## config.mk

```make
export PLATFORM = sky130hd
export DESIGN_NAME = lvr_timing
export DESIGN_NICKNAME = d
export VERILOG_FILES = /design/src/design/lvr_pkg.sv /design/src/design/lvr_timing.sv
export VERILOG_INCLUDE_DIRS = /design/src /design/src/design
export SDC_FILE = /design/constraint.sdc
export NUM_CORES = 1
export LEC_CHECK = 0
export BUFFER_PORTS_ARGS = -buffer_cell sky130_fd_sc_hd__clkbuf_2
export CELL_PAD_IN_SITES_DETAIL_PLACEMENT = 0
export CELL_PAD_IN_SITES_GLOBAL_PLACEMENT = 1
export CORE_MARGIN = 1.5
export CORE_UTILIZATION = 47
export CTS_BUF_LIST = sky130_fd_sc_hd__clkbuf_16
export DETAILED_ROUTE_END_ITERATION = 16
export PLACE_DENSITY = 0.89
export SLEW_MARGIN = 20
export SYNTH_ARGS = -nofsm -noshare
export SYNTH_HDL_FRONTEND = slang
export SYNTH_SLANG_ARGS = --single-unit
```

## constraint.sdc

```tcl
create_clock -name mclk_i -period 5.7 [get_ports mclk_i]
set_input_delay 0.285 -clock mclk_i [delete_from_list [all_inputs] [get_ports mclk_i]]
set_output_delay 0.285 -clock mclk_i [all_outputs]
set_load 0.02 [all_outputs]
```

## src/design/lvr_map.svh

```systemverilog
// Register indices, field positions, reset values and timing counts
`ifndef LVR_MAP_SVH
`define LVR_MAP_SVH

`define LVR_IDX_FIFO_LEVEL      8'h4A
`define LVR_IDX_LOW_OFS_LO      8'h4B
`define LVR_IDX_LOW_OFS_HI      8'h4C
`define LVR_IDX_OVF_ONE         8'h50
`define LVR_IDX_OVF_TWO         8'h51
`define LVR_IDX_HTOTAL_LO       8'h52
`define LVR_IDX_HDE_LO          8'h53
`define LVR_IDX_HSS_LO          8'h54
`define LVR_IDX_VTOTAL_LO       8'h55
`define LVR_IDX_VDE_LO          8'h56
`define LVR_IDX_VSS_LO          8'h57

`define LVR_FIFO_LEVEL_RST      8'h44
`define LVR_FIFO_LEVEL_MASK     8'hF3
`define LVR_LOW_OFS_HI_MASK     8'hC0
`define LVR_OVF_ONE_MASK        8'h0F

`define LVR_LVL_LOWER_HI        7
`define LVR_LVL_LOWER_LO        6
`define LVR_LVL_UPPER_HI        5
`define LVR_LVL_UPPER_LO        4
`define LVR_LVL_WRITE_HI        1
`define LVR_LVL_WRITE_LO        0

`define LVR_LEVEL_4             5'h04
`define LVR_LEVEL_8             5'h08
`define LVR_LEVEL_12            5'h0C

`define LVR_PANEL_DSTN          2'h1
`define LVR_OFS_SHIFT           3
`define LVR_CHAR_LAST           3'h7
`define LVR_HSYNC_NARROW        9'h001
`define LVR_HSYNC_WIDE          9'h002

`endif

```

## src/design/lvr_pkg.sv

```systemverilog
// Types shared by the virtual refresh timing generator
package lvr_pkg;

    typedef struct packed {
        logic [8:0]  htotal;
        logic [8:0]  hde;
        logic [8:0]  hss;
        logic [10:0] vtotal;
        logic [10:0] vde;
        logic [10:0] vss;
    } lvr_timing_t;

    typedef struct packed {
        logic de;
        logic hsync;
        logic vsync;
    } lvr_panel_t;

    typedef struct packed {
        logic lower_rd;
        logic upper_rd;
        logic frame_wr;
    } lvr_req_t;

endpackage

```

## src/design/lvr_timing.sv

```systemverilog
// Virtual refresh flat-panel timing generator with FIFO request control
//
// Overview of operation
// - Lower read FIFO requests at 4, 8 or 12 empty entries per bits 7:6.
// - Upper read FIFO requests at 4, 8 or 12 empty entries per bits 5:4.
// - Write FIFO requests at 4, 8 or 12 filled entries per bits 1:0.
// - Request level register resets to 44h.
// - Next lower line address is current start plus 10-bit offset.
// - Offset low byte lands on memory address bits 10:3.
// - Offset bits 9:8 come from offset high register bits 7:6; bits 5:0 reserved.
// - Overflow one holds vertical total 10:8 and hsync start bit 8.
// - Overflow two holds vsync start, vertical end, hde and htotal high bits.
// - Horizontal total counts eight-pixel characters per line, less one.
// - Horizontal sync or line pulse starts at programmed start count.
// - Hsync pulse is 8 or 16 pixels per width-select bit.
// - Totals act only while virtual refresh is enabled.
// - Virtual refresh enable turns timing on; panel type 01b means DSTN.
// - Vertical sync or frame pulse lasts exactly one line.
`include "lvr_map.svh"

module lvr_timing (
    // Clock and reset
    input  wire logic        mclk_i,
    input  wire logic        rst_b_i,
    // Indexed register port
    input  wire logic [7:0]  reg_index_i,
    input  wire logic [7:0]  reg_wdata_i,
    input  wire logic        reg_wr_i,
    output logic      [7:0]  reg_rdata_o,
    // Mode controls held elsewhere
    input  wire logic        vr_enable_i,
    input  wire logic [1:0]  panel_type_i,
    input  wire logic        hsync_wide_i,
    // FIFO levels
    input  wire logic [4:0]  lower_fifo_empty_i,
    input  wire logic [4:0]  upper_fifo_empty_i,
    input  wire logic [4:0]  write_fifo_filled_i,
    // Lower panel line start
    input  wire logic [18:0] lower_start_addr_i,
    output logic      [18:0] lower_line_addr_o,
    // Memory requests
    output lvr_pkg::lvr_req_t req_o,
    // Panel timing
    output lvr_pkg::lvr_panel_t panel_o,
    output logic             dstn_mode_o
);

    logic [7:0] fifo_request_level;
    logic [7:0] lower_read_offset_low;
    logic [7:0] lower_read_offset_high;
    logic [7:0] timing_overflow_one;
    logic [7:0] timing_overflow_two;
    logic [7:0] horiz_total_low;
    logic [7:0] horiz_display_end_low;
    logic [7:0] horiz_sync_start_low;
    logic [7:0] vert_total_low;
    logic [7:0] vert_display_end_low;
    logic [7:0] vert_sync_start_low;

    lvr_pkg::lvr_timing_t tm;
    logic [9:0]  lower_offset;
    logic [18:0] lower_step;
    logic [7:0]  next_rdata;

    logic [2:0]  pix_cnt;
    logic        char_en;
    logic [8:0]  hcnt;
    logic [10:0] vcnt;
    logic        h_wrap;
    logic        v_wrap;
    logic [8:0]  hs_width;
    logic [8:0]  hs_end;
    logic [8:0]  next_hcnt;
    logic [10:0] next_vcnt;
    logic [18:0] next_line_addr;
    lvr_pkg::lvr_panel_t next_panel;
    lvr_pkg::lvr_req_t   next_req;

    // Threshold count for a two-bit request level code
    function automatic logic [4:0] level_count(input logic [1:0] code);
        logic [4:0] cnt;
        cnt = `LVR_LEVEL_4;
        case (code)
            2'h0: cnt = `LVR_LEVEL_4;
            2'h1: cnt = `LVR_LEVEL_8;
            default: cnt = `LVR_LEVEL_12;
        endcase
        return cnt;
    endfunction

    // Write strobe aimed at one register index
    function automatic logic reg_hit(input logic [7:0] idx, input logic [7:0] sel,
                                     input logic wr);
        return wr && idx == sel;
    endfunction

    // Request level register
    always_ff @(posedge mclk_i) begin
        if (!rst_b_i) begin
            fifo_request_level <= `LVR_FIFO_LEVEL_RST;
        end else if (reg_hit(reg_index_i, `LVR_IDX_FIFO_LEVEL, reg_wr_i)) begin
            fifo_request_level <= reg_wdata_i & `LVR_FIFO_LEVEL_MASK;
        end
    end

    // Lower panel line offset registers
    always_ff @(posedge mclk_i) begin
        if (!rst_b_i) begin
            lower_read_offset_low <= 8'h00;
        end else if (reg_hit(reg_index_i, `LVR_IDX_LOW_OFS_LO, reg_wr_i)) begin
            lower_read_offset_low <= reg_wdata_i;
        end
    end

    always_ff @(posedge mclk_i) begin
        if (!rst_b_i) begin
            lower_read_offset_high <= 8'h00;
        end else if (reg_hit(reg_index_i, `LVR_IDX_LOW_OFS_HI, reg_wr_i)) begin
            lower_read_offset_high <= reg_wdata_i & `LVR_LOW_OFS_HI_MASK;
        end
    end

    // Timing overflow registers
    always_ff @(posedge mclk_i) begin
        if (!rst_b_i) begin
            timing_overflow_one <= 8'h00;
        end else if (reg_hit(reg_index_i, `LVR_IDX_OVF_ONE, reg_wr_i)) begin
            timing_overflow_one <= reg_wdata_i & `LVR_OVF_ONE_MASK;
        end
    end

    always_ff @(posedge mclk_i) begin
        if (!rst_b_i) begin
            timing_overflow_two <= 8'h00;
        end else if (reg_hit(reg_index_i, `LVR_IDX_OVF_TWO, reg_wr_i)) begin
            timing_overflow_two <= reg_wdata_i;
        end
    end

    // Horizontal low bytes
    always_ff @(posedge mclk_i) begin
        if (!rst_b_i) begin
            horiz_total_low <= 8'h00;
        end else if (reg_hit(reg_index_i, `LVR_IDX_HTOTAL_LO, reg_wr_i)) begin
            horiz_total_low <= reg_wdata_i;
        end
    end

    always_ff @(posedge mclk_i) begin
        if (!rst_b_i) begin
            horiz_display_end_low <= 8'h00;
        end else if (reg_hit(reg_index_i, `LVR_IDX_HDE_LO, reg_wr_i)) begin
            horiz_display_end_low <= reg_wdata_i;
        end
    end

    always_ff @(posedge mclk_i) begin
        if (!rst_b_i) begin
            horiz_sync_start_low <= 8'h00;
        end else if (reg_hit(reg_index_i, `LVR_IDX_HSS_LO, reg_wr_i)) begin
            horiz_sync_start_low <= reg_wdata_i;
        end
    end

    // Vertical low bytes
    always_ff @(posedge mclk_i) begin
        if (!rst_b_i) begin
            vert_total_low <= 8'h00;
        end else if (reg_hit(reg_index_i, `LVR_IDX_VTOTAL_LO, reg_wr_i)) begin
            vert_total_low <= reg_wdata_i;
        end
    end

    always_ff @(posedge mclk_i) begin
        if (!rst_b_i) begin
            vert_display_end_low <= 8'h00;
        end else if (reg_hit(reg_index_i, `LVR_IDX_VDE_LO, reg_wr_i)) begin
            vert_display_end_low <= reg_wdata_i;
        end
    end

    always_ff @(posedge mclk_i) begin
        if (!rst_b_i) begin
            vert_sync_start_low <= 8'h00;
        end else if (reg_hit(reg_index_i, `LVR_IDX_VSS_LO, reg_wr_i)) begin
            vert_sync_start_low <= reg_wdata_i;
        end
    end

    // Read data, one cycle after the index
    always_comb begin
        next_rdata = 8'h00;
        case (reg_index_i)
            `LVR_IDX_FIFO_LEVEL: next_rdata = fifo_request_level;
            `LVR_IDX_LOW_OFS_LO: next_rdata = lower_read_offset_low;
            `LVR_IDX_LOW_OFS_HI: next_rdata = lower_read_offset_high;
            `LVR_IDX_OVF_ONE:    next_rdata = timing_overflow_one;
            `LVR_IDX_OVF_TWO:    next_rdata = timing_overflow_two;
            `LVR_IDX_HTOTAL_LO:  next_rdata = horiz_total_low;
            `LVR_IDX_HDE_LO:     next_rdata = horiz_display_end_low;
            `LVR_IDX_HSS_LO:     next_rdata = horiz_sync_start_low;
            `LVR_IDX_VTOTAL_LO:  next_rdata = vert_total_low;
            `LVR_IDX_VDE_LO:     next_rdata = vert_display_end_low;
            `LVR_IDX_VSS_LO:     next_rdata = vert_sync_start_low;
            default:             next_rdata = 8'h00;
        endcase
    end

    always_ff @(posedge mclk_i) begin
        if (!rst_b_i) begin
            reg_rdata_o <= 8'h00;
        end else begin
            reg_rdata_o <= next_rdata;
        end
    end

    // Assemble full-width timing values
    always_comb begin
        tm.vtotal = {timing_overflow_one[3:1], vert_total_low};
        tm.hss    = {timing_overflow_one[0], horiz_sync_start_low};
        tm.vss    = {timing_overflow_two[7:5], vert_sync_start_low};
        tm.vde    = {timing_overflow_two[4:2], vert_display_end_low};
        tm.hde    = {timing_overflow_two[1], horiz_display_end_low};
        tm.htotal = {timing_overflow_two[0], horiz_total_low};
    end

    // Offset in eight-byte units
    assign lower_offset = {lower_read_offset_high[7:6], lower_read_offset_low};
    assign lower_step   = {9'h000, lower_offset} << `LVR_OFS_SHIFT;

    // Character clock enable: one pulse per eight pixels
    always_ff @(posedge mclk_i) begin
        if (!rst_b_i || !vr_enable_i) begin
            pix_cnt <= 3'h0;
        end else begin
            pix_cnt <= pix_cnt + 3'h1;
        end
    end

    assign char_en = vr_enable_i && pix_cnt == `LVR_CHAR_LAST;

    assign h_wrap = char_en && hcnt >= tm.htotal;
    assign v_wrap = h_wrap && vcnt >= tm.vtotal;

    // Next counts: characters wrap at the total and step the line
    always_comb begin
        next_hcnt = hcnt;
        next_vcnt = vcnt;
        if (h_wrap) begin
            next_hcnt = 9'h000;
        end else if (char_en) begin
            next_hcnt = hcnt + 9'h001;
        end
        if (v_wrap) begin
            next_vcnt = 11'h000;
        end else if (h_wrap) begin
            next_vcnt = vcnt + 11'h001;
        end
    end

    // Character and line counters, idle outside virtual refresh
    always_ff @(posedge mclk_i) begin
        if (!rst_b_i || !vr_enable_i) begin
            hcnt <= 9'h000;
        end else begin
            hcnt <= next_hcnt;
        end
    end

    always_ff @(posedge mclk_i) begin
        if (!rst_b_i || !vr_enable_i) begin
            vcnt <= 11'h000;
        end else begin
            vcnt <= next_vcnt;
        end
    end

    // Sync window in characters
    assign hs_width = hsync_wide_i ? `LVR_HSYNC_WIDE : `LVR_HSYNC_NARROW;
    assign hs_end   = tm.hss + hs_width;

    // Next panel levels; sync start above display end keeps pulses in blanking
    always_comb begin
        next_panel       = '0;
        next_panel.de    = hcnt <= tm.hde && vcnt <= tm.vde;
        next_panel.hsync = hcnt >= tm.hss && hcnt < hs_end;
        next_panel.vsync = vcnt == tm.vss;
    end

    // Panel timing outputs
    always_ff @(posedge mclk_i) begin
        if (!rst_b_i || !vr_enable_i) begin
            panel_o <= '0;
        end else begin
            panel_o <= next_panel;
        end
    end

    always_ff @(posedge mclk_i) begin
        if (!rst_b_i) begin
            dstn_mode_o <= 1'b0;
        end else begin
            dstn_mode_o <= panel_type_i == `LVR_PANEL_DSTN;
        end
    end

    // Reload at frame wrap so a line offset never drifts across frames
    always_comb begin
        next_line_addr = lower_line_addr_o;
        if (v_wrap) begin
            next_line_addr = lower_start_addr_i;
        end else if (h_wrap) begin
            next_line_addr = lower_line_addr_o + lower_step;
        end
    end

    // Lower panel line start address
    always_ff @(posedge mclk_i) begin
        if (!rst_b_i || !vr_enable_i) begin
            lower_line_addr_o <= lower_start_addr_i;
        end else begin
            lower_line_addr_o <= next_line_addr;
        end
    end

    // Threshold compares, re-evaluated every cycle
    always_comb begin
        next_req          = '0;
        next_req.lower_rd = lower_fifo_empty_i >= level_count(fifo_request_level[7:6]);
        next_req.upper_rd = upper_fifo_empty_i >= level_count(fifo_request_level[5:4]);
        next_req.frame_wr = write_fifo_filled_i >= level_count(fifo_request_level[1:0]);
    end

    // FIFO memory requests, level-following
    always_ff @(posedge mclk_i) begin
        if (!rst_b_i) begin
            req_o <= '0;
        end else begin
            req_o <= next_req;
        end
    end

endmodule

```

== Word-level counts from Yosys, hierarchy flattened ==
Index checks and enable logic that the tools add are counted.
Cells by class
  $add $sub $neg: 5
  multiply operators: 0
  div/mod/pow operators: 0
  $lt $le $gt $ge: 9
  equality and inequality tests: 17
  shift-type cells: 0
  mux-type cells: 8
  bitwise logic cells: 0
  reductions and logical operators: 25
Operator list (number)
  8-bit by 7-bit equality test with 1-bit output (second input constant): 11
  8-bit one-hot mux with 11 select lines: 1
  19-bit two-way mux: 3
  4-bit one-hot mux with 2 select lines: 3
  19-bit by 13-bit adder with 19-bit output: 1
  9-bit >= comparator: 2
  1-bit logical AND: 16
  5-bit >= comparator: 3
  11-bit by 1-bit adder with 11-bit output (second input constant): 1
  11-bit equality test: 1
  11-bit >= comparator: 1
  11-bit <= comparator: 1
  9-bit by 1-bit adder with 9-bit output (second input constant): 1
  9-bit by 2-bit adder with 9-bit output: 1
  9-bit <= comparator: 1
  9-bit < comparator: 1
  2-bit by 1-bit equality test with 1-bit output (second input constant): 4
  2-bit zero test: 3
  2-bit OR reduction: 2
  3-bit by 1-bit adder with 3-bit output (second input constant): 1
  3-bit equality test (second input constant): 1
  3-bit nonzero test: 1
  1-bit zero test: 2
  2-bit two-way mux: 1
  1-bit logical OR: 1
Word-level totals
  flip-flop bits (word level): 134
  latch bits: 0
  memory bits (writable): 0
  ROM bits: 0
  input port bits: 57
  output and inout port bits: 34
  logic and storage cells: 87
  memories: 0

== Depth between registers and ports, before layout ==
Gate-level depths: netlist (run 1).
  depth after elaboration: 6
  gate-level depth with buffers: 11
  depth with buffers taken out: 11

== Worst setup path after synthesis (run 1) ==
No wires, ideal clock.
  kind: register -> register
  start: reg hcnt[0]
  end: reg lower_line_addr_o[10] (enable)
  arrival: 2039 ps
  required time: 5225 ps
  path slack: 3186 ps
  stages on the path, launching flop included: 9
  buffers on the path: 1
  cells stage by stage: dfxtp_1 inv_1 ha_1 nor2b_4 o21ai_2 a31oi_1 o41a_1 buf_6 nand3_1
Between the ends
  word-level cells in the longest chain between the ends: 4
RTL lines
  start, declared: RTL line lvr_timing.sv:67  | logic [8:0] hcnt;
  start signal, assigned: RTL line lvr_timing.sv:266  | hcnt <= next_hcnt;
  9-bit >= comparator (*): RTL line lvr_timing.sv:242  | assign h_wrap = char_en && hcnt >= tm.htotal;
  1-bit logical AND (*): RTL line lvr_timing.sv:242
  1-bit logical AND: RTL line lvr_timing.sv:243  | assign v_wrap = h_wrap && vcnt >= tm.vtotal;
  3-bit nonzero test (no source line) (*)
  end signal, assigned: RTL line lvr_timing.sv:320  | lower_line_addr_o <= lower_start_addr_i;
  end signal, assigned: RTL line lvr_timing.sv:322  | lower_line_addr_o <= next_line_addr;
  end, declared: RTL line lvr_timing.sv:40  | output logic [18:0] lower_line_addr_o,
Mark *: on every way between the ends. The rest lies on a longest branch, timed or not.
A chain may end at the register's enable or synchronous reset.

== Worst setup path after layout (run 1) ==
  start: reg hcnt[0]
  end: reg lower_line_addr_o[7] (data pin)
Between the ends
  word-level cells in the longest chain between the ends: 5
RTL lines
  9-bit >= comparator: RTL line lvr_timing.sv:242
  1-bit logical AND: RTL line lvr_timing.sv:242
  1-bit logical AND: RTL line lvr_timing.sv:243
  19-bit two-way mux: RTL line lvr_timing.sv:310  | if (v_wrap) begin
  19-bit two-way mux: RTL line lvr_timing.sv:319  | if (!rst_b_i || !vr_enable_i) begin
No other way between the ends.

==> summary.md, run 1 <==
| Metric | Value |
|---|---|
| Die width | 135 microns |
| Max Buffers Root-to-Sink | 2 |
| Die height | 135 microns |
| Register-to-Register Path Depth | 9 |
| Crit-path max FO | 44 |
| Ant diodes | 0 |
| Reg-to-Reg End | lower_line_addr_o[7]$_DFFE_PP_ |
| Routed WL | 21900 microns |
| Worst-Skew Late Latency | 420 ps |
| Clk slew on worst S/H paths | 60 ps |
| Top FF cell, synth | dfxtp_1 |
| Max cap viols | 0 |
| Initial antenna violation count | 0 |
| Cts repair resizes | 0 |
| Total grt overflow | 0 |
| #FFs+latches synth | 134 |
| Fin. max-slew vios | 0 |
| Worst Path Buf+Inv | 2 |
| LEAKAGE | 3.57 nW |
| Ports | 91 |
| Nets | 1125 |
| Pwr dens | 238 nW/um^2 |
| DR WL/cell | 18.0 microns |
| 1st-pass router iterations | 5 |
| TritonCTS clock tree | yes |
| Area growth syn-to-layout | 13.5% |
| Startpoint types | register |
| Pin count of the biggest net entering global routing | 88 |
| TritonCTS Buffers | 17 |
| Hold Crit Start | panel_type_i[1] |
| Mapped cell area | 8160 sq um |
| H-tree depth | 4 |
| Initial Utilization | 48.7% |
| Flop pwr share | 45.0% |
| First-pass GRT wire length | 34800 microns |
| Logic pwr share | 7.9% |
| Top delay family on crit path | compound AO/OA/AOI/OAI gates |
| Clock sinks | 134 |
| P_int | 0.00167 W |
| Hold path depth | 2 |
| Core Rows | 47 |
| Status | completed |
| CP max stage cell | inv_2 |
| R2R Setup Slk | 2590 ps |
| RSZ-0062 raised after global routing | no |
| Filler cells | 1565 |
| Share of layout cells above drive strength 1 | 14.3% |
| Fin crit period | 3110 ps |
| Full die area | 18200 sq um |
| Sw Ratio | 24.2% |
| Distinct cells, synth | 68 |
| Root buf cell | clkbuf_16 |
| # Post-CTS Setup Buffers | 0 |
| Critical path arrival | 3260 ps |
| Tightest Hold Check Type | input pin to register |
| Hold_ws | 17.3 ps |
| Post-Layout Cell Count | 1219 |
| Final GP Congestion | 0.941 |
| Residual DRC | 0 |
| Post-synthesis sequential area ratio | 35.2% |
| Worst setup EP type | register |
| Pre-CTS WS | 2600 ps |
| DPL Wire Length | 15900 microns |
| Fin worst setup slack | 2590 ps |
| Fmax | 321 MHz |
| Core ar. | 16800 sq um |
| Clock power frac | 47.2% |
| Critical path class | register to register |
| Post-synth EDFFs | 19 |
| Port Buffers | 90 |
| Final Hold Fails | 0 |
| Final TNS setup | 0 ps |
| Worst path cell trace | inv_1 -> ha_1 -> nor2b_4 -> o21ai_2 -> a31oi_1 -> o41ai_2 -> a21oi_2 -> inv_2 -> o21ai_1 |
| Ys Warns | 0 |
| Cts hold-fix bufs | 0 |
| DR iter-0 viols | 554 |
| Total number of vias | 6804 |
| Post-synthesis async set-or-reset flop share | 0% |
| Placed cell count | 1188 |
| Routed Antenna Nets | 0 |
| Tcrit/Tclk final | 54.6% |
| GRT Total Usage | 25.0% |
| Worst VDD drop | 0.000228 V |
| Synth Instances | 918 |
| Synth Net Count | 1056 |
| Via/cell ratio | 5.58 |
| CP required | 5850 ps |
| Max incr delay on CP | 600 ps |
| FF-to-FF Start | hcnt[0]$_SDFFE_PP0P_ |
| Hold path endpoint | dstn_mode_o$_SDFF_PN0_ |
| Worst Max-Slew Pin Slew | 956 ps |
| Sw Pwr | 0.000533 W |
| Vias in the first global route | 6517 |
| Syn Area/Cell | 8.89 sq um |
| Final setup viols | 0 |
| Setup Skew | 11.2 ps |
| Slew Limit Headroom | 35.9% |
-- cell type report --
class / instances / area (sq um) / area share [%]
multi-input combinational: 684 / 4880 / 52.7
inverter: 57 / 214 / 2.31
tap: 220 / 275 / 2.97
clock inverter: 14 / 121 / 1.31
timing repair buffer: 93 / 473 / 5.11
clock buffer: 17 / 425 / 4.59
sequential: 134 / 2870 / 31.0
-- kinds of logic after synthesis --
family,count (synthesis),share of synthesized area (%)
flops,134,35.2
xor+xnor,46,4.94
mux,46,6.29
buf+inv,100,5.08
simple gates,314,19.6
fa+ha+maj,81,12.6
compound gates,197,16.2
-- metrics by stage --
step / total power [W] / instance area, sq um / utilization [%]
3_3_place_gp: 0.00118 / 8710 / 52.0
3_5_place_dp: 0.00118 / 8710 / 52.0
2_1_floorplan: 0.00112 / 8160 / -
6_report: 0.00220 / 9260 / 55.2
5_1_grt: 0.00228 / 9260 / 55.2
4_1_cts: 0.00221 / 9260 / 55.2
-- metal layers --
metal / up-vias / GRT usage, % / share of wire (%)
li1: 3354 / - / -
met1: 3209 / 34.8 / 46
met2: 217 / 39.0 / 46
met3: 24 / 5.29 / 6.7
met4: 0 / 7.77 / 1.6
met5: - / 0 / 0
-- sequential cells by signal, summed over array words and instances (netlist names) --
| register | cells |
|---|---|
| lower_line_addr_o | 19 |
| vcnt | 11 |
| hcnt | 9 |
| horiz_display_end_low | 8 |
| horiz_sync_start_low | 8 |
| horiz_total_low | 8 |
| lower_read_offset_low | 8 |
| reg_rdata_o | 8 |
| timing_overflow_two | 8 |
| vert_display_end_low | 8 |
| vert_sync_start_low | 8 |
| vert_total_low | 8 |
| fifo_request_level | 7 |
| timing_overflow_one | 4 |
| panel_o | 3 |
| pix_cnt | 3 |
| req_o | 3 |
| lower_read_offset_high | 2 |
| dstn_mode_o | 1 |
-- worst register-to-register path: stages, from the launching register on --
cell	delay [ps]
dfxtp_1	440
inv_1	120
ha_1	340
nor2b_4	50
o21ai_2	120
a31oi_1	140
o41ai_2	570
a21oi_2	280
inv_2	610
o21ai_1	190
-- power groups by stage --
| stage | logic, W | registers, W | clock network, W |
|---|---|---|---|
| detailed placement | 0.000172 | 0.00101 | 0 |
| global placement | 0.000172 | 0.00101 | 0 |
| CTS | 0.000173 | 0.000990 | 0.00105 |
| finish | 0.000173 | 0.000990 | 0.00104 |
| floorplan | 0.0000906 | 0.00103 | 0 |
| global route | 0.000188 | 0.000992 | 0.00110 |
-- synthesized netlist by cell type (all sizes together) (3+ instances only) --
master	number	area share, %
a21boi	42	3.9
xnor2	27	2.9
edfxtp	19	7.0
nor3	9	0.75
nand2b	12	0.92
ha	79	12
clkbuf	26	1.2
and3	5	0.38
nor2	54	3.0
buf	17	1.3
mux4	4	1.1
nand4	15	1.2
o22ai	3	0.23
o31ai	3	0.28
o21ai	53	3.3
inv	57	2.6
nand2	113	5.2
dfxtp	115	28
nand3	36	2.2
a22oi	11	1.0
a211o	3	0.32
nand3b	4	0.37
nor2b	47	3.7
a31oi	6	0.46
nor3b	6	0.67
a21oi	28	1.8
a211oi	10	0.92
xor2	19	2.0
a21o	14	1.3
and2	5	0.38
o31a	4	0.43
mux2i	40	4.9
o21a	3	0.28
-- layout by cell type (no fill, tap or decap), drive strengths merged, types with 6 or more instances in the layout --
cell	Yosys	routed
clkinv	0	8
nand3	36	36
xor2	19	19
edfxtp	19	19
a21oi	28	28
nor3b	6	6
ha	79	79
nor2b	47	47
xnor2	27	27
a21o	14	14
inv	57	59
a21boi	42	42
nand4	15	15
a31oi	6	6
clkbuf	26	107
nor3	9	9
a211oi	10	10
dfxtp	115	115
nand2	113	113
nor2	54	54
nand2b	12	12
o21ai	53	53
mux2i	40	40
a22oi	11	11
-- how the worst max path moves through the flow --
stage | slack [ps] | start | depth (start not counted) | to
after floorplan | 3190 | hcnt[0]$_SDFFE_PP0P_ | 8 | lower_line_addr_o[10]$_DFFE_PP_
after global placement | 2710 | hcnt[0]$_SDFFE_PP0P_ | 9 | lower_line_addr_o[5]$_DFFE_PP_
after detailed placement | 2600 | hcnt[0]$_SDFFE_PP0P_ | 9 | lower_line_addr_o[12]$_DFFE_PP_
after CTS | 2570 | hcnt[0]$_SDFFE_PP0P_ | 9 | lower_line_addr_o[12]$_DFFE_PP_
after global routing | 2310 | hcnt[0]$_SDFFE_PP0P_ | 9 | lower_line_addr_o[7]$_DFFE_PP_
final | 2590 | hcnt[0]$_SDFFE_PP0P_ | 9 | lower_line_addr_o[7]$_DFFE_PP_
Note: power is estimated with default switching activity, not from simulation.
==> run 2: changes to the inputs <==
--- a/config.mk
+++ b/config.mk
@@ -10,10 +10,10 @@
 export CELL_PAD_IN_SITES_DETAIL_PLACEMENT = 0
 export CELL_PAD_IN_SITES_GLOBAL_PLACEMENT = 1
 export CORE_MARGIN = 1.5
-export CORE_UTILIZATION = 47
+export CORE_UTILIZATION = 41
 export CTS_BUF_LIST = sky130_fd_sc_hd__clkbuf_16
 export DETAILED_ROUTE_END_ITERATION = 16
-export PLACE_DENSITY = 0.89
+export PLACE_DENSITY = 0.83
 export SLEW_MARGIN = 20
 export SYNTH_ARGS = -nofsm -noshare
 export SYNTH_HDL_FRONTEND = slang
==> constraint.sdc (replaced) <==
create_clock -name mclk_i -period 2.8 [get_ports mclk_i]
set_input_delay 0.14 -clock mclk_i [delete_from_list [all_inputs] [get_ports mclk_i]]
set_output_delay 0.14 -clock mclk_i [all_outputs]
set_load 0.02 [all_outputs]
==> run 2 against run 1 <==
Die area increased by 14%. Sequential share of layout area is 1.3 points lower. Clock skew shrank 4.5 ps. Via count increased by 2.0%. Global-route usage decreased by 1.8 points. Sequential power increased by 100%. Combinational power rose by 120%. Hold slack got worse by 12 ps. Cell count up 7.1%. Largest power group is now registers.
==> summary.md, run 2 (same netlist as run 1, synthesis figures left out) <==
| Metric | Value |
|---|---|
| Status | completed |
| Worst setup EP type | register |
| Reg-to-Reg End | lower_line_addr_o[17]$_DFFE_PP_ |
| Largest regs | lower_line_addr_o (19), vcnt (11), hcnt (9) |
| Sw Ratio | 24.4% (+0.20 points) |
| Worst Max-Slew Pin Slew | 600 ps (-356 ps) |
| Hold path depth | 2 (unchanged) |
| Logic pwr share | 8.8% (+0.9 points) |
| Register-to-Register Path Depth | 9 (unchanged) |
| Residual DRC | 0 (unchanged) |
| Ports | 91 (unchanged) |
| Worst VDD drop | 0.000429 V (+88%) |
| Hold Crit Start | lower_start_addr_i[1] |
| Sw Pwr | 0.00108 W (+100%) |
| Core Rows | 51 (+8.5%) |
| Ant diodes | 0 (unchanged) |
| Pre-CTS WS | 373 ps (-2220 ps) |
| Critical path arrival | 2770 ps (-490 ps) |
| Initial Utilization | 41.9% (-6.8 points) |
| R2R Setup Slk | 300 ps (-2290 ps) |
| Slew Limit Headroom | 60.0% (+24 points) |
| TritonCTS clock tree | yes |
| TritonCTS Buffers | 17 (unchanged) |
| Global routing met1 resource utilization | 31.6% (-3.1 points) |
| Post-DP Area | 8970 sq um (+2.9%) |
| Total number of vias | 6943 (+2.0%) |
| Port Buffers | 90 (unchanged) |
| Routed Antenna Nets | 0 (unchanged) |
| Nets | 1167 (+3.7%) |
| Largest register FFs | 19 (unchanged) |
| Clock sinks | 134 (unchanged) |
| Initial antenna violation count | 0 (unchanged) |
| Startpoint types | register |
| Pwr dens | 456 nW/um^2 (+92%) |
| Pin count of the biggest net entering global routing | 68 (-23%) |
| Tcrit/Tclk final | 89.3% (+35 points) |
| Flop pwr share | 45.7% (+0.7 points) |
| Grt peak-use layer | met2 |
| Final setup viols | 0 (unchanged) |
| FF-to-FF Start | lower_line_addr_o[3]$_DFFE_PP_ |
| DR iter-0 viols | 543 (-2.0%) |
| Root buf cell | clkbuf_16 |
| Via/cell ratio | 5.32 (-4.7%) |
| Leading cell type in the layout, fill and taps excluded | dfxtp_1 |
| DR WL/cell | 17.7 microns (-1.6%) |
| RSZ-0062 raised after global routing | no |
| Max Buffers Root-to-Sink | 2 (unchanged) |
| Clk slew on worst S/H paths | 60 ps (about the same) |
| Die width | 144 microns (+6.9%) |
| Final Instance Area | 9670 sq um (+4.4%) |
| Tightest Hold Check Type | input pin to register |
| Critical path class | register to register |
| Fmax | 400 MHz (+24%) |
| Share of layout cells above drive strength 1 | 15.5% (+1.2 points) |
| Core ar. | 19500 sq um (+16%) |
| Final GP Congestion | 0.879 (-6.6%) |
| 1st-pass router iterations | 6 (+1) |
| H-tree depth | 4 (unchanged) |
| Hold path endpoint | lower_line_addr_o[1]$_DFFE_PP_ |
| Commonest non-fill, non-tap cells in the layout | dfxtp_1, nand2_1, clkbuf_2 |
| Vias in the first global route | 6699 (+2.8%) |
| Area growth syn-to-layout | 18.5% |
| Fin crit period | 2500 ps (-610 ps) |
| Met3 usage in global routing | 3.97% (-1.3 points) |
| # Post-CTS Setup Buffers | 0 (unchanged) |
| Final Hold Fails | 0 (unchanged) |
| Setup Skew | 6.71 ps (-4.52 ps) |
| Fin worst setup slack | 299 ps (-2290 ps) |
| Max cap viols | 0 (unchanged) |
| Worst-Skew Late Latency | 430 ps (about the same) |
| First-pass GRT wire length | 36500 microns (+5.0%) |
| Clock power frac | 45.4% (-1.8 points) |
| Met2 Track Usage GR | 37.7% (-1.3 points) |
| P_int | 0.00334 W (+100%) |
| Largest Register | lower_line_addr_o |
| Hold_ws | 5.69 ps (-11.6 ps) |
| Die height | 144 microns (+6.9%) |
| Final TNS setup | 0 ps (unchanged) |
| Total grt overflow | 0 (unchanged) |
| DPL Wire Length | 17100 microns (+7.3%) |
| Full die area | 20800 sq um (+14%) |
| LEAKAGE | 3.78 nW (+5.8%) |
| CP required | 3070 ps (-2780 ps) |
| Crit-path max FO | 5 (-89%) |
| Routed WL | 23100 microns (+5.4%) |
| GRT Total Usage | 23.2% (-1.8 points) |
| Fin. max-slew vios | 0 (unchanged) |
-- run 2: layer usage --
layer	up-vias	wire length, microns
li1	3440	-
met3	29	1120
met1	3303	10900
met2	171	10700
met4	0	402
met5	-	0
-- run 2: worst max-delay path by stage --
| stage | start | end | slack, ps |
|---|---|---|---|
| floorplan | hcnt[0]$_SDFFE_PP0P_ | lower_line_addr_o[10]$_DFFE_PP_ | 290 |
| global placement | lower_line_addr_o[4]$_DFFE_PP_ | lower_line_addr_o[16]$_DFFE_PP_ | 420 |
| detailed placement | lower_line_addr_o[4]$_DFFE_PP_ | lower_line_addr_o[16]$_DFFE_PP_ | 370 |
| CTS | lower_line_addr_o[4]$_DFFE_PP_ | lower_line_addr_o[16]$_DFFE_PP_ | 320 |
| global route | lower_line_addr_o[4]$_DFFE_PP_ | lower_line_addr_o[16]$_DFFE_PP_ | 140 |
| finish | lower_line_addr_o[3]$_DFFE_PP_ | lower_line_addr_o[17]$_DFFE_PP_ | 300 |
-- run 2: worst max-delay path, stage by stage, from the launching register on --
cell,delay [ps]
edfxtp_1,370
ha_1,210
inv_1,60
fa_1,400
nor2b_1,170
o2111ai_1,150
nand3b_1,170
a32oi_1,210
or3_1,400
a31oi_1,200
-- run 2: timing repair --
item                      CTS  global route
gates resized for setup     0             0
hold buffers               18             0
hold endpoints to repair   17             0
-- run 2: metrics by stage --
step	total power (W)	instances	util (%)
after CTS	0.00444	1305	49.7
final	0.00441	1305	49.7
after detailed placement	0.00243	1257	46.1
after global placement	0.00242	1257	46.1
after global routing	0.00455	1305	49.7
after floorplan	0.00228	918	-
-- run 2: power groups by stage --
| stage | Sequential, W | Clock [W] | Combinational [W] |
|---|---|---|---|
| final | 0.00202 | 0.00201 | 0.000389 |
| after CTS | 0.00202 | 0.00203 | 0.000390 |
| after detailed placement | 0.00206 | 0 | 0.000368 |
| after floorplan | 0.00210 | 0 | 0.000184 |
| after global placement | 0.00206 | 0 | 0.000364 |
| after global routing | 0.00202 | 0.00211 | 0.000419 |
-- run 2: layout make-up --
class                      instances  area [sq um]
fill                            1865          9800
timing repair buffer             135           858
multi-input combinational        684          4870
inverter                          57           214
sequential                       134          2870
tap                              265           332
clock buffer                      19           475
clock inverter                    11          42.5
==> run 3: changes to the inputs <==
--- a/config.mk
+++ b/config.mk
@@ -6,11 +6,12 @@
 export SDC_FILE = /design/constraint.sdc
 export NUM_CORES = 1
 export LEC_CHECK = 0
+export ABC_AREA = 1
 export BUFFER_PORTS_ARGS = -buffer_cell sky130_fd_sc_hd__clkbuf_2
 export CELL_PAD_IN_SITES_DETAIL_PLACEMENT = 0
 export CELL_PAD_IN_SITES_GLOBAL_PLACEMENT = 1
 export CORE_MARGIN = 1.5
-export CORE_UTILIZATION = 41
+export CORE_UTILIZATION = 39
 export CTS_BUF_LIST = sky130_fd_sc_hd__clkbuf_16
 export DETAILED_ROUTE_END_ITERATION = 16
 export PLACE_DENSITY = 0.83
==> run 3 against run 2 <==
Cell count up 19%. Sequential power about the same. Non-clock buffer count is 15 lower. First-iteration DRC count fell by 22%. Via count increased by 10%. Area after synthesis increased by 0.55%. Global-route usage down 1.4 points. Clock skew rose by 0.87 ps. Highest routed layer unchanged.
==> summary.md, run 3 <==
| Metric | Value |
|---|---|
| Placed cell count | 1503 (+20%) |
| CP max stage cell | fa_1 |
| Critical path arrival | 2950 ps (+180 ps) |
| Largest area contributor in the netlist | dfxtp_1 |
| Post-synthesis sequential area ratio | 35.0% (-0.19 points) |
| Initial antenna violation count | 0 (unchanged) |
| Post-synthesis mux area share | 0% (-6.3 points) |
| Commonest non-fill, non-tap cells in the layout | nand2_1, inv_1, a21oi_1 |
| Post-Layout Cell Count | 1549 (+19%) |
| Reg-to-Reg End | panel_o[1]$_SDFF_PP0_ |
| Initial Utilization | 40.2% (-1.8 points) |
| Root buf cell | clkbuf_16 |
| Fin. max-slew vios | 0 (unchanged) |
| Hold path depth | 3 (+1) |
| Final Hold Fails | 0 (unchanged) |
| Ports | 91 (unchanged) |
| CP Launch Point | horiz_sync_start_low[0]$_SDFFE_PN0P_ |
| Worst-Skew Late Latency | 430 ps (about the same) |
| Largest regs | lower_line_addr_o (19), vcnt (11), hcnt (9) |
| Fmax | 386 MHz (-3.4%) |
| TritonCTS Buffers | 17 (unchanged) |
| FF-to-FF Start | horiz_sync_start_low[0]$_SDFFE_PN0P_ |
| Clock sinks | 134 (unchanged) |
| Flop pwr share | 43.6% (-2.1 points) |
| Max cap viols | 0 (unchanged) |
| Tightest Hold Check Type | input pin to register |
| DPL Wire Length | 17600 microns (+3.1%) |
| Total grt overflow | 0 (unchanged) |
| Routed Antenna Nets | 0 (unchanged) |
| Proportion of netlist area held by the largest area contributor | 28.1% (-0.15 points) |
| 1st-pass router iterations | 5 (-1) |
| Largest Register | lower_line_addr_o |
| R2R Setup Slk | 210 ps (-90 ps) |
| Core ar. | 20400 sq um (+5.0%) |
| Hold path endpoint | lower_line_addr_o[11]$_DFFE_PP_ |
| RSZ-0062 raised after global routing | no |
| Worst VDD drop | 0.000442 V (+3.0%) |
| Via/cell ratio | 4.95 (-7.0%) |
| CP required | 3160 ps (+90 ps) |
| Final setup viols | 0 (unchanged) |
| Pwr dens | 477 nW/um^2 (+4.5%) |
| Slew Limit Headroom | 52.7% (-7.3 points) |
| Hold Crit Start | lower_start_addr_i[11] |
| LEAKAGE | 4.43 nW (+17%) |
| Synth cell count leaders | nand2_1, inv_1, a21oi_1 |
| H-tree depth | 4 (unchanged) |
| Pin count of the biggest net entering global routing | 80 (+18%) |
| Status | completed |
| Critical path class | register to register |
| Sw Ratio | 25.0% (+0.65 points) |
| Register-to-Register Path Depth | 13 (+4) |
| Full die area | 21900 sq um (+5.6%) |
| Post-synthesis async set-or-reset flop share | 0% (unchanged) |
| Clock power frac | 48.3% (+2.9 points) |
| Ys Warns | 0 (unchanged) |
| Residual DRC | 0 (unchanged) |
| Worst Max-Slew Pin Slew | 710 ps (+109 ps) |
| Mapped cell area | 8200 sq um (+0.55%) |
| Syn Area/Cell | 7.08 sq um (-20%) |
| Fin crit period | 2590 ps (+88.2 ps) |
| P_int | 0.00348 W (+4.2%) |
| # Post-CTS Setup Buffers | 0 (unchanged) |
| Total number of vias | 7663 (+10%) |
| Vias in the first global route | 7001 (+4.5%) |
| Nets | 1404 (+20%) |
| Post-synthesis xor/xnor area fraction | 2.88% (-2.1 points) |
| Largest register FFs | 19 (unchanged) |
| Distinct cells, synth | 38 (-44%) |
| Share of layout cells above drive strength 1 | 12.2% (-3.3 points) |
| Sw Pwr | 0.00116 W (+7.8%) |
| Setup Skew | 7.58 ps (+0.871 ps) |
| Tcrit/Tclk final | 92.5% (+3.2 points) |
| Max incr delay on CP | 390 ps (about the same) |
| Synth Instances | 1159 (+26%) |
| Final GP Congestion | 0.864 (-1.8%) |
| Area growth syn-to-layout | 18.5% (about the same) |
| Crit-path max FO | 3 (-2) |
| Post-synthesis compound-gate area fraction | 16.3% (+0.048 points) |
| Die height | 148 microns (+2.8%) |
| Adder-cell share of the synthesized area | 12.5% (-0.069 points) |
| Main area contributors after synthesis | dfxtp_1, ha_1, nand2_1, inv_1, a21oi_1 |
| Count leader, synth | nand2_1 |
| Ant diodes | 0 (unchanged) |
| Max Buffers Root-to-Sink | 2 (unchanged) |
| Final TNS setup | 0 ps (unchanged) |
| Logic pwr share | 8.1% (-0.7 points) |
| Leading cell type in the layout, fill and taps excluded | nand2_1 |
| Top FF cell, synth | dfxtp_1 |
| Port Buffers | 90 (unchanged) |
| Clk slew on worst S/H paths | 60 ps (about the same) |
| First-pass GRT wire length | 36900 microns (+1.1%) |
| Synth Area in Simple Gates | 23.9% (+4.2 points) |
| Synth Net Count | 1297 (+23%) |
| Worst path cell trace | ha_2 -> inv_1 -> fa_1 -> or2_4 -> nor2_4 -> nand3_2 -> nor3_2 -> xor2_1 -> ha_1 -> a21oi_2 -> o21a_1 -> nand4_1 -> nor2_1 |
| Routed WL | 23300 microns (+0.66%) |
| TritonCTS clock tree | yes |
| Startpoint types | register |
| #FFs+latches synth | 134 (unchanged) |
| DR iter-0 viols | 423 (-22%) |
| Die width | 148 microns (+2.8%) |
| Core Rows | 52 (+2.0%) |
| Post-synth EDFFs | 19 (unchanged) |
| Largest family of logic cells by synthesized area | simple AND/OR/NAND/NOR gates |
| Worst setup EP type | register |
| GRT Total Usage | 21.8% (-1.4 points) |
| DR WL/cell | 15.0 microns (-15%) |
[run 3: final cells by class]
class | instances | area [sq um]
clock buffer | 18 | 450
clock inverter | 14 | 131
fill | 2096 | 10700
inverter | 168 | 631
multi-input combinational | 825 | 4590
sequential | 134 | 2870
tap | 270 | 338
timing repair buffer | 120 | 711
[run 3: worst max-delay path: cells and delay by family (launching register included)]
family,cells,cell delay [ps]
buf+inv,1,50
simple gates,6,840
flops,1,340
compound gates,2,280
xor+xnor,1,180
fa+ha+maj,3,840
[run 3: metrics by stage]
step           util [%]  setup WS [ps]  total power [W]  hold WS [ps]  instance area (sq um)
6_report           47.6            211          0.00464          8.02                   9720
5_1_grt            47.6           32.7          0.00479          21.7                   9720
4_1_cts            47.4           76.9          0.00467          2.99                   9690
3_5_place_dp       43.9           81.5          0.00242           311                   8970
3_3_place_gp       43.9            158          0.00242           310                   8970
2_1_floorplan         -            293          0.00227           212                   8200
[run 3: kinds of logic after synthesis]
kind of cell / count (synthesis)
AO/OA/AOI/OAI: 257
XOR/XNOR: 27
adder cells (fa/ha/maj): 81
buffers and inverters: 200
flip-flops: 134
AND/OR/NAND/NOR: 460
[run 3: metal layers]
layer | wire (microns) | vias to the layer above | global-route usage [%] | share of wire, %
met1 | 11500 | 3436 | 31.0 | 50
met2 | 10200 | 187 | 33.7 | 44
met3 | 1200 | 21 | 3.95 | 5.1
li1 | - | 4019 | - | -
met5 | 0 | - | 0 | 0
met4 | 346 | 0 | 6.14 | 1.5
[run 3: how the worst max path moves through the flow]
stage,endpoint,cells past startpoint,slack [ps]
4_1_cts,panel_o[1]$_SDFF_PP0_,13,80
2_1_floorplan,panel_o[1]$_SDFF_PP0_,13,290
3_3_place_gp,panel_o[1]$_SDFF_PP0_,13,160
5_1_grt,panel_o[1]$_SDFF_PP0_,13,30
6_report,panel_o[1]$_SDFF_PP0_,13,210
3_5_place_dp,panel_o[1]$_SDFF_PP0_,13,80
[run 3: power groups by stage]
stage	Sequential (W)	Clock [W]	Combinational, W
after floorplan	0.00210	0	0.000176
after global placement	0.00206	0	0.000354
after detailed placement	0.00206	0	0.000358
after CTS	0.00202	0.00227	0.000374
after global routing	0.00203	0.00235	0.000418
final	0.00202	0.00224	0.000374
[run 3: what timing repair did]
action                                  in CTS  in global routing
endpoints found under the setup margin       0                  1
hold endpoints to repair                    13                  0
gates resized for setup                      0                  9
hold buffers                                14                  0
